$ cat src/tec_pkg.sv
// ********************************************************************
// Timer/event counter constants
// ********************************************************************
package tec_pkg;
    // Register byte addresses on the internal register port.
    localparam logic [11:0] TEC_ADDR_MODE = 12'hfa0;
    localparam logic [11:0] TEC_ADDR_OUTEN = 12'hfa2;
    localparam logic [11:0] TEC_ADDR_COUNT = 12'hfa4;
    localparam logic [11:0] TEC_ADDR_LIMIT = 12'hfa6;
    localparam logic [11:0] TEC_ADDR_IRQ = 12'hfa8;

    // Mode register fields.
    localparam int TEC_MODE_EN_BIT = 2;
    localparam int TEC_MODE_START_BIT = 3;
    localparam int TEC_MODE_SEL_LSB = 4;
    localparam logic [2:0] TEC_START_BIT_IDX = 3'h3;

    // Reset values.
    localparam logic [7:0] TEC_MODE_RESET = 8'h00;
    localparam logic [7:0] TEC_COUNT_RESET = 8'h00;
    localparam logic [7:0] TEC_LIMIT_RESET = 8'hff;

    // Count pulse source codes.
    localparam logic [2:0] TEC_SEL_EXT_RISE = 3'h0;
    localparam logic [2:0] TEC_SEL_EXT_FALL = 3'h1;
    localparam logic [2:0] TEC_SEL_DIV1024 = 3'h4;
    localparam logic [2:0] TEC_SEL_DIV256 = 3'h5;
    localparam logic [2:0] TEC_SEL_DIV64 = 3'h6;
    localparam logic [2:0] TEC_SEL_DIV16 = 3'h7;

    // Prescaler width: the slowest tap divides the main clock by 1024.
    localparam int TEC_PRESCALE_W = 10;
endpackage

$ cat src/tec_pulse_gen.sv
`timescale 1ns/1ps
// ********************************************************************
// Count pulse source: prescaler taps and external input edges
// ********************************************************************
module tec_pulse_gen
    import tec_pkg::*;
(
    input wire logic clk,
    input wire logic rst,
    input wire logic [2:0] pulse_sel,
    input wire logic external_count_input,
    output logic count_pulse
);

    logic [TEC_PRESCALE_W-1:0] prescale_reg;
    logic ext_prev_reg;

    // True on the last cycle of a divide-by-2^n period.
    function automatic logic tap_hit(input logic [TEC_PRESCALE_W-1:0] cnt,
                                     input int n);
        logic hit;
        hit = 1'b1;
        for (int i = 0; i < TEC_PRESCALE_W; i++) begin
            if (i < n && !cnt[i]) begin
                hit = 1'b0;
            end
        end
        return hit;
    endfunction

    // Free-running prescaler; only reset clears it, so restarts stay cheap.
    always_ff @(posedge clk or posedge rst) begin
        if (rst) begin
            prescale_reg <= '0;
        end else begin
            prescale_reg <= prescale_reg + 1'b1;
        end
    end

    // The input is already synchronous, so one flop suffices for edges.
    always_ff @(posedge clk or posedge rst) begin
        if (rst) begin
            ext_prev_reg <= 1'b0;
        end else begin
            ext_prev_reg <= external_count_input;
        end
    end

    // Source select; prohibited codes give no pulses at all.
    always_comb begin
        case (pulse_sel)
            TEC_SEL_EXT_RISE: count_pulse = external_count_input
                                            && !ext_prev_reg;
            TEC_SEL_EXT_FALL: count_pulse = !external_count_input
                                            && ext_prev_reg;
            TEC_SEL_DIV1024: count_pulse = tap_hit(prescale_reg, 10);
            TEC_SEL_DIV256: count_pulse = tap_hit(prescale_reg, 8);
            TEC_SEL_DIV64: count_pulse = tap_hit(prescale_reg, 6);
            TEC_SEL_DIV16: count_pulse = tap_hit(prescale_reg, 4);
            default: count_pulse = 1'b0;
        endcase
    end

endmodule // tec_pulse_gen

$ cat src/tec_timer.sv
`timescale 1ns/1ps
// Operation
// - Mode register is 8 bits, byte written, all zero after reset.
// - Start bit 3 is settable alone and self-clears after the start.
// - Start clears count and irq flag; counting needs enable bit 2.
// - A start write resets the toggle output flop.
// - Every match pulse without a start inverts the toggle output flop.
// - Output enable gates the flop onto the pin; reset clears both.
// - Bits 6:4 select external edge or fx/1024, 256, 64, 16.
// - Count enable low blocks count pulses and holds the count.
// - Count enable high increments the count on each chosen pulse.
// - Pin input, output, limit write, count read, flag work always.
// - The limit register takes a whole byte in one write.
// - Count is readable while running and cannot be loaded.
// - Clocked externally the block divides the input by limit plus one.
// - A shift clock derived from matches feeds the serial unit.
// - Count equal to limit gives a match that toggles and clears.
// - Matches recur every limit plus one count pulses.
module tec_timer
    import tec_pkg::*;
(
    input wire logic clk,
    input wire logic rst,
    input wire logic [11:0] reg_addr,
    input wire logic reg_wr,
    input wire logic [7:0] reg_wdata,
    input wire logic reg_bset,
    input wire logic reg_bclr,
    input wire logic [2:0] reg_bit,
    input wire logic reg_rd,
    output logic [7:0] reg_rdata,
    input wire logic external_count_input,
    output logic ext_input_level,
    output logic timer_output_pin,
    output logic serial_shift_clk,
    output logic timer_irq_flag
);

    // ****************************************************************
    // Register state
    // ****************************************************************
    logic [7:0] timer_mode_control_reg;
    logic toggle_out_enable_flag_reg;
    logic [7:0] count_value_reg;
    logic [7:0] compare_limit_reg;
    logic timer_irq_flag_reg;
    logic toggle_output_flop_reg;
    logic [7:0] reg_rdata_reg;
    logic ext_level_reg;
    logic count_pulse;
    logic [7:0] mode_next;
    logic [7:0] mode_store;
    logic [7:0] outen_next;
    logic start;
    logic counting;
    logic match;
    logic irq_clr;

    // Applies byte writes and single-bit set or clear to an 8-bit value.
    function automatic logic [7:0] reg_update(input logic [7:0] cur,
                                              input logic wr,
                                              input logic [7:0] wd,
                                              input logic bs,
                                              input logic bc,
                                              input logic [2:0] b);
        logic [7:0] v;
        v = cur;
        if (wr) begin
            v = wd;
        end else if (bs) begin
            v[b] = 1'b1;
        end else if (bc) begin
            v[b] = 1'b0;
        end
        return v;
    endfunction

    // ****************************************************************
    // Register decode
    // ****************************************************************
    // Starting is any byte write or bit set that leaves bit 3 at one.
    // The stored start bit follows the start strobe, so a later bit clear
    // of another mode bit cannot leave a stale start bit standing.
    always_comb begin
        mode_next = reg_update(timer_mode_control_reg, reg_wr, reg_wdata,
                               reg_bset, reg_bclr, reg_bit);
        start = (reg_addr == TEC_ADDR_MODE) && (reg_wr || reg_bset)
                && mode_next[TEC_MODE_START_BIT];
        mode_store = mode_next;
        mode_store[TEC_MODE_START_BIT] = start;
    end

    // Next output enable value; only bit 0 of the flag address is kept.
    assign outen_next = reg_update({7'h00, toggle_out_enable_flag_reg},
                                   reg_wr, reg_wdata,
                                   reg_bset && reg_bit == 3'h0,
                                   reg_bclr && reg_bit == 3'h0, 3'h0);

    assign irq_clr = (reg_addr == TEC_ADDR_IRQ) && ((reg_wr && !reg_wdata[0])
                     || (reg_bclr && reg_bit == 3'h0));

    // Mode register; the start bit drops one cycle after it was set.
    always_ff @(posedge clk or posedge rst) begin
        if (rst) begin
            timer_mode_control_reg <= TEC_MODE_RESET;
        end else if (reg_addr == TEC_ADDR_MODE
                     && (reg_wr || reg_bset || reg_bclr)) begin
            timer_mode_control_reg <= mode_store;
        end else if (timer_mode_control_reg[TEC_MODE_START_BIT]) begin
            timer_mode_control_reg[TEC_MODE_START_BIT] <= 1'b0;
        end
    end

    // Output enable flag, byte or bit writable at any time.
    always_ff @(posedge clk or posedge rst) begin
        if (rst) begin
            toggle_out_enable_flag_reg <= 1'b0;
        end else if (reg_addr == TEC_ADDR_OUTEN) begin
            toggle_out_enable_flag_reg <= outen_next[0];
        end
    end

    // Limit register takes whole bytes only; zero is the caller's fault.
    always_ff @(posedge clk or posedge rst) begin
        if (rst) begin
            compare_limit_reg <= TEC_LIMIT_RESET;
        end else if (reg_addr == TEC_ADDR_LIMIT && reg_wr) begin
            compare_limit_reg <= reg_wdata;
        end
    end

    // Registered read data; the count register has no write path.
    always_ff @(posedge clk or posedge rst) begin
        if (rst) begin
            reg_rdata_reg <= 8'h00;
        end else if (reg_rd) begin
            case (reg_addr)
                TEC_ADDR_MODE: reg_rdata_reg <= timer_mode_control_reg;
                TEC_ADDR_OUTEN: reg_rdata_reg <= {7'h00,
                                                  toggle_out_enable_flag_reg};
                TEC_ADDR_COUNT: reg_rdata_reg <= count_value_reg;
                TEC_ADDR_LIMIT: reg_rdata_reg <= compare_limit_reg;
                TEC_ADDR_IRQ: reg_rdata_reg <= {7'h00, timer_irq_flag_reg};
                default: reg_rdata_reg <= 8'h00;
            endcase
        end
    end

    // Sampled pin level for software test, in any mode.
    always_ff @(posedge clk or posedge rst) begin
        if (rst) begin
            ext_level_reg <= 1'b0;
        end else begin
            ext_level_reg <= external_count_input;
        end
    end

    // ****************************************************************
    // Counting
    // ****************************************************************
    tec_pulse_gen u_pulse (
        .clk(clk),
        .rst(rst),
        .pulse_sel(timer_mode_control_reg[TEC_MODE_SEL_LSB +: 3]),
        .external_count_input(external_count_input),
        .count_pulse(count_pulse)
    );

    // Enable gates the pulse; a match on the pulse that ends period N+1.
    assign counting = count_pulse
                      && timer_mode_control_reg[TEC_MODE_EN_BIT];
    assign match = counting && (count_value_reg == compare_limit_reg);

    // Count register; start wins over a coinciding pulse.
    always_ff @(posedge clk or posedge rst) begin
        if (rst) begin
            count_value_reg <= TEC_COUNT_RESET;
        end else if (start) begin
            count_value_reg <= 8'h00;
        end else if (match) begin
            count_value_reg <= 8'h00;
        end else if (counting) begin
            count_value_reg <= count_value_reg + 8'h01;
        end
    end

    // Toggle flop doubles as the divided output and the shift clock.
    always_ff @(posedge clk or posedge rst) begin
        if (rst) begin
            toggle_output_flop_reg <= 1'b0;
        end else if (start) begin
            toggle_output_flop_reg <= 1'b0;
        end else if (match) begin
            toggle_output_flop_reg <= !toggle_output_flop_reg;
        end
    end

    // Interrupt flag: a match outranks a software clear in the same cycle.
    always_ff @(posedge clk or posedge rst) begin
        if (rst) begin
            timer_irq_flag_reg <= 1'b0;
        end else if (start) begin
            timer_irq_flag_reg <= 1'b0;
        end else if (match) begin
            timer_irq_flag_reg <= 1'b1;
        end else if (reg_addr == TEC_ADDR_IRQ
                     && ((reg_wr && reg_wdata[0])
                     || (reg_bset && reg_bit == 3'h0))) begin
            timer_irq_flag_reg <= 1'b1;
        end else if (irq_clr) begin
            timer_irq_flag_reg <= 1'b0;
        end
    end

    assign reg_rdata = reg_rdata_reg;
    assign ext_input_level = ext_level_reg;
    assign timer_output_pin = toggle_output_flop_reg
                              && toggle_out_enable_flag_reg;
    assign serial_shift_clk = toggle_output_flop_reg;
    assign timer_irq_flag = timer_irq_flag_reg;
endmodule // tec_timer

$ cat config.mk
export PLATFORM = sky130hd
export DESIGN_NAME = tec_timer
export DESIGN_NICKNAME = d
export VERILOG_FILES = /design/src/tec_pkg.sv /design/src/tec_pulse_gen.sv /design/src/tec_timer.sv
export SDC_FILE = /design/constraint.sdc
export NUM_CORES = 1
export LEC_CHECK = 0
export CAP_MARGIN = 5
export CORE_AREA = 2 2 77 79
export CTS_CLUSTER_DIAMETER = 60
export DETAILED_ROUTE_END_ITERATION = 8
export DIE_AREA = 0 0 79 81
export DONT_BUFFER_PORTS = 1
export GPL_TIMING_DRIVEN = 0
export PLACE_DENSITY_LB_ADDON = 0.08
export SLEW_MARGIN = 20
export SYNTH_ARGS = -nofsm -noshare
export SYNTH_HDL_FRONTEND = slang
export SYNTH_HIERARCHICAL = 1
export SYNTH_SLANG_ARGS = --single-unit
$ cat constraint.sdc
create_clock -name clk -period 4.05 [get_ports clk]
set_input_delay 0.6075 -clock clk [delete_from_list [all_inputs] [get_ports clk]]
set_output_delay 0.6075 -clock clk [all_outputs]
set_load 0.02 [all_outputs]
==> results.yml <==
place:
  placed_area_um2: 2790
  dp_hpwl_um: 4350
  gp_congestion: 0.740
  pre_cts_ws_ns: 1.53
  io_buffers: 0
  place_inst: 336
die:
  io_pins: 42
  die_y_um: 81
  rows: 28
  start_util: 0.470
  die_w_um: 79
  core_um2: 5680
  fp.dieArea_um2: 6400
global_route:
  grt_use_total: 0.195
  grt_pass1_wl_um: 9590
  grtUsageMet2: 0.286
  top_usage_layer: "met1"
  gr-usage-met3: 0.0511
  antenna_found_initial: 0
  grt_start_max_net_pins: 20
  use_met1: 0.288
  grt_overflow_total: 0
  grt_pass1_vias: 1848
finish:
  drive_gt1_frac: 0.201
  antennaDiodeCount: 0
  area_growth_pct: 7.79
  largest_reg_flops: 10
  fillCellCount: 538
  final_nets: 301
  final_cells: 344
  fin_area_um2: 2870
  final_util: 0.506
timing:
  max_slew_margin: 0.471
  period_share: 0.612
  max_clock_freq_mhz: 403
  whs_ns: 0.185
  tns_ns: 0
  tightest_slew_ns: 0.788
  finClkSkew_ns: 0.0145
  drv_slew: 0
  post-route-min-period_ns: 2.48
  setup_slack_ns: 1.57
  finalHoldViolations: 0
  rsz0062_at_grt: "no"
  setup_viol: 0
clock_network:
  cts_tree: "yes"
  clkSinkCount: 47
  postCtsHoldBufs: 0
  insertion_delay_ns: 0.30
  cts_resized: 0
  cts_made_buffers: 5
  clockBufferDepth: 2
  h-tree-depth: 2
  cts_root_buffer: "clkbuf_8"
  cts_setup_buffers: 0
  clk_pin_slew_worst_paths_ns: 0.09
route:
  ant_nets: 0
  drt-wirelength-per-cell_um: 16.8
  vias: 1900
  vias_per_cell: 5.52
  dr.pass1.iters: 4
  drt-initial-drc-count: 113
  drt_wl_total_um: 5780
  drc: 0
power_and_ir_drop:
  p_leak_nw: 1.25
  p_int_mw: 0.616
  pwr-share-seq: 0.590
  p_switching_mw: 0.192
  ir_drop_mv: 0.167
  powerDensity_nw_per_um2: 281
  clockPowerShare: 0.339
  pwr-share-comb: 0.071
  power_mw: 0.808
  switching_share: 0.237
logic_synthesis:
  synthDistinctLibCells: 52
  synthCells: 260
  async_reset_ff_frac: 1.00
  yosysTopAreaCell: "dfrtp_1"
  yosys.area.top_type_share: 0.366
  synth.top_cells.by_area: "dfrtp_1 37%, dfstp_2 7.9%, mux2_4 4.5%"
  syn_area_um2: 2670
  yosysWarnings: 6
  syn_avg_cell_area_um2: 10.3
  syn_nets: 293
  ys_ff_latch: 47
  synth_edf_count: 0
  synthFlopType: "dfrtp_1"
  yosysSeqAreaShare: 0.445
worst_setup_path:
  crit_fanout: 7
  start_kind: "flop"
  crit_path_end_kind: "flop"
  crit_start: "u_pulse/prescale_reg[0]$_DFF_PP0_"
  cp_data_required_time_ns: 4.20
  crit_arrival_ns: 2.63
  crit_type: "reg -> reg"
  r2r-start: "u_pulse/prescale_reg[0]$_DFF_PP0_"
status:
  status: "finished, final reports clean"
flow_run:
  max_cap_violations: 0
min_path:
  hp-class: "in -> async"
==> per-layer routing <==
layer	up-vias	share of wire
met5	-	0
met4	0	0.0043
met3	2	0.050
met2	37	0.46
met1	924	0.49
li1	937	-
==> power by group through the flow <==
| stage | registers [mW] | clock network [mW] | logic, mW |
|---|---|---|---|
| floorplan | 0.484 | 0 | 0.0438 |
| global placement | 0.486 | 0 | 0.0546 |
| detailed placement | 0.486 | 0 | 0.0585 |
| CTS | 0.477 | 0.287 | 0.0586 |
| global route | 0.477 | 0.309 | 0.0656 |
| finish | 0.477 | 0.274 | 0.0575 |
==> synth_stat cells (4+ instances only) <==
| master | n |
|---|---|
| dfrtp_1 | 39 |
| o31ai_1 | 8 |
| a21oi_1 | 22 |
| mux2_2 | 7 |
| nand2b_1 | 5 |
| buf_2 | 6 |
| nor2_1 | 13 |
| xnor2_1 | 10 |
| nor2b_1 | 7 |
| nand3_1 | 6 |
| mux2i_1 | 7 |
| xor2_1 | 12 |
| inv_1 | 11 |
| nand4_1 | 5 |
| nand2_1 | 17 |
| dfstp_2 | 8 |
| o22ai_1 | 8 |
| nor3_1 | 11 |
| clkbuf_1 | 4 |
| mux2_4 | 8 |
==> area by class of cell <==
type | instances | area (um^2) | area share
plain buffers | 13 | 65.1 | 0.0226
clock buffers | 6 | 72.6 | 0.0253
clock inverters | 2 | 13.8 | 0.00479
inverters | 11 | 41.3 | 0.0144
multi-input cells | 189 | 1370 | 0.478
flip-flops and latches | 47 | 1190 | 0.413
well taps | 75 | 93.8 | 0.0327
repair buffers | 1 | 27.5 | 0.00958
==> path summary, 6_finish.rpt <==
path / slack (ns) / cells past startpoint / to
min in group clk: 0.33 / 0 / u_pulse/ext_prev_reg$_DFF_PP0_
worst max register to register: 1.57 / 10 / count_value_reg[5]$_DFFE_PP0P_
worst max-delay path: 1.57 / 10 / count_value_reg[5]$_DFFE_PP0P_
max in group asynchronous: 3.43 / 2 / reg_rdata[1]$_DFFE_PP0P_
worst min register to register: 0.48 / 1 / u_pulse/prescale_reg[9]$_DFF_PP0_
worst min-delay path: 0.18 / 1 / timer_mode_control_reg[5]$_DFFE_PP0P_
==> cell families (layout without fill, tap and decap cells) <==
family,after synthesis,count (layout),synth area share
XOR/XNOR,22,22,0.0723
flip-flops,47,47,0.445
AO/OA/AOI/OAI,50,50,0.115
adder cells (fa/ha/maj),3,3,0.0141
multiplexers,23,23,0.109
AND/OR/NAND/NOR,91,91,0.204
buffers and inverters,24,33,0.0399
==> worst max-delay path: stages (launching register included) <==
cell and delay, ns:
dfrtp_1 0.40, ha_1 0.20, ha_1 0.15, nand3_1 0.07, a21oi_1 0.15, a22o_1 0.18, and2_1 0.12, buf_2 0.16
nand2b_1 0.11, nor3_1 0.67, nor3_1 0.14
==> cell usage in the layout, fill, tap and decap left out, types with 6 or more instances in the layout <==
master   instances
o22ai_1          8
nor2_1          13
a21oi_1         22
nand2_1         17
xor2_1          12
mux2_4           8
dfrtp_1         39
dfstp_2          8
nor2b_1          7
nand3_1          6
o31ai_1          8
buf_2            6
inv_1           10
nor3_1          11
xnor2_1         10
mux2_2           7
mux2i_1          7
Power figures use the tool's default switching activity.
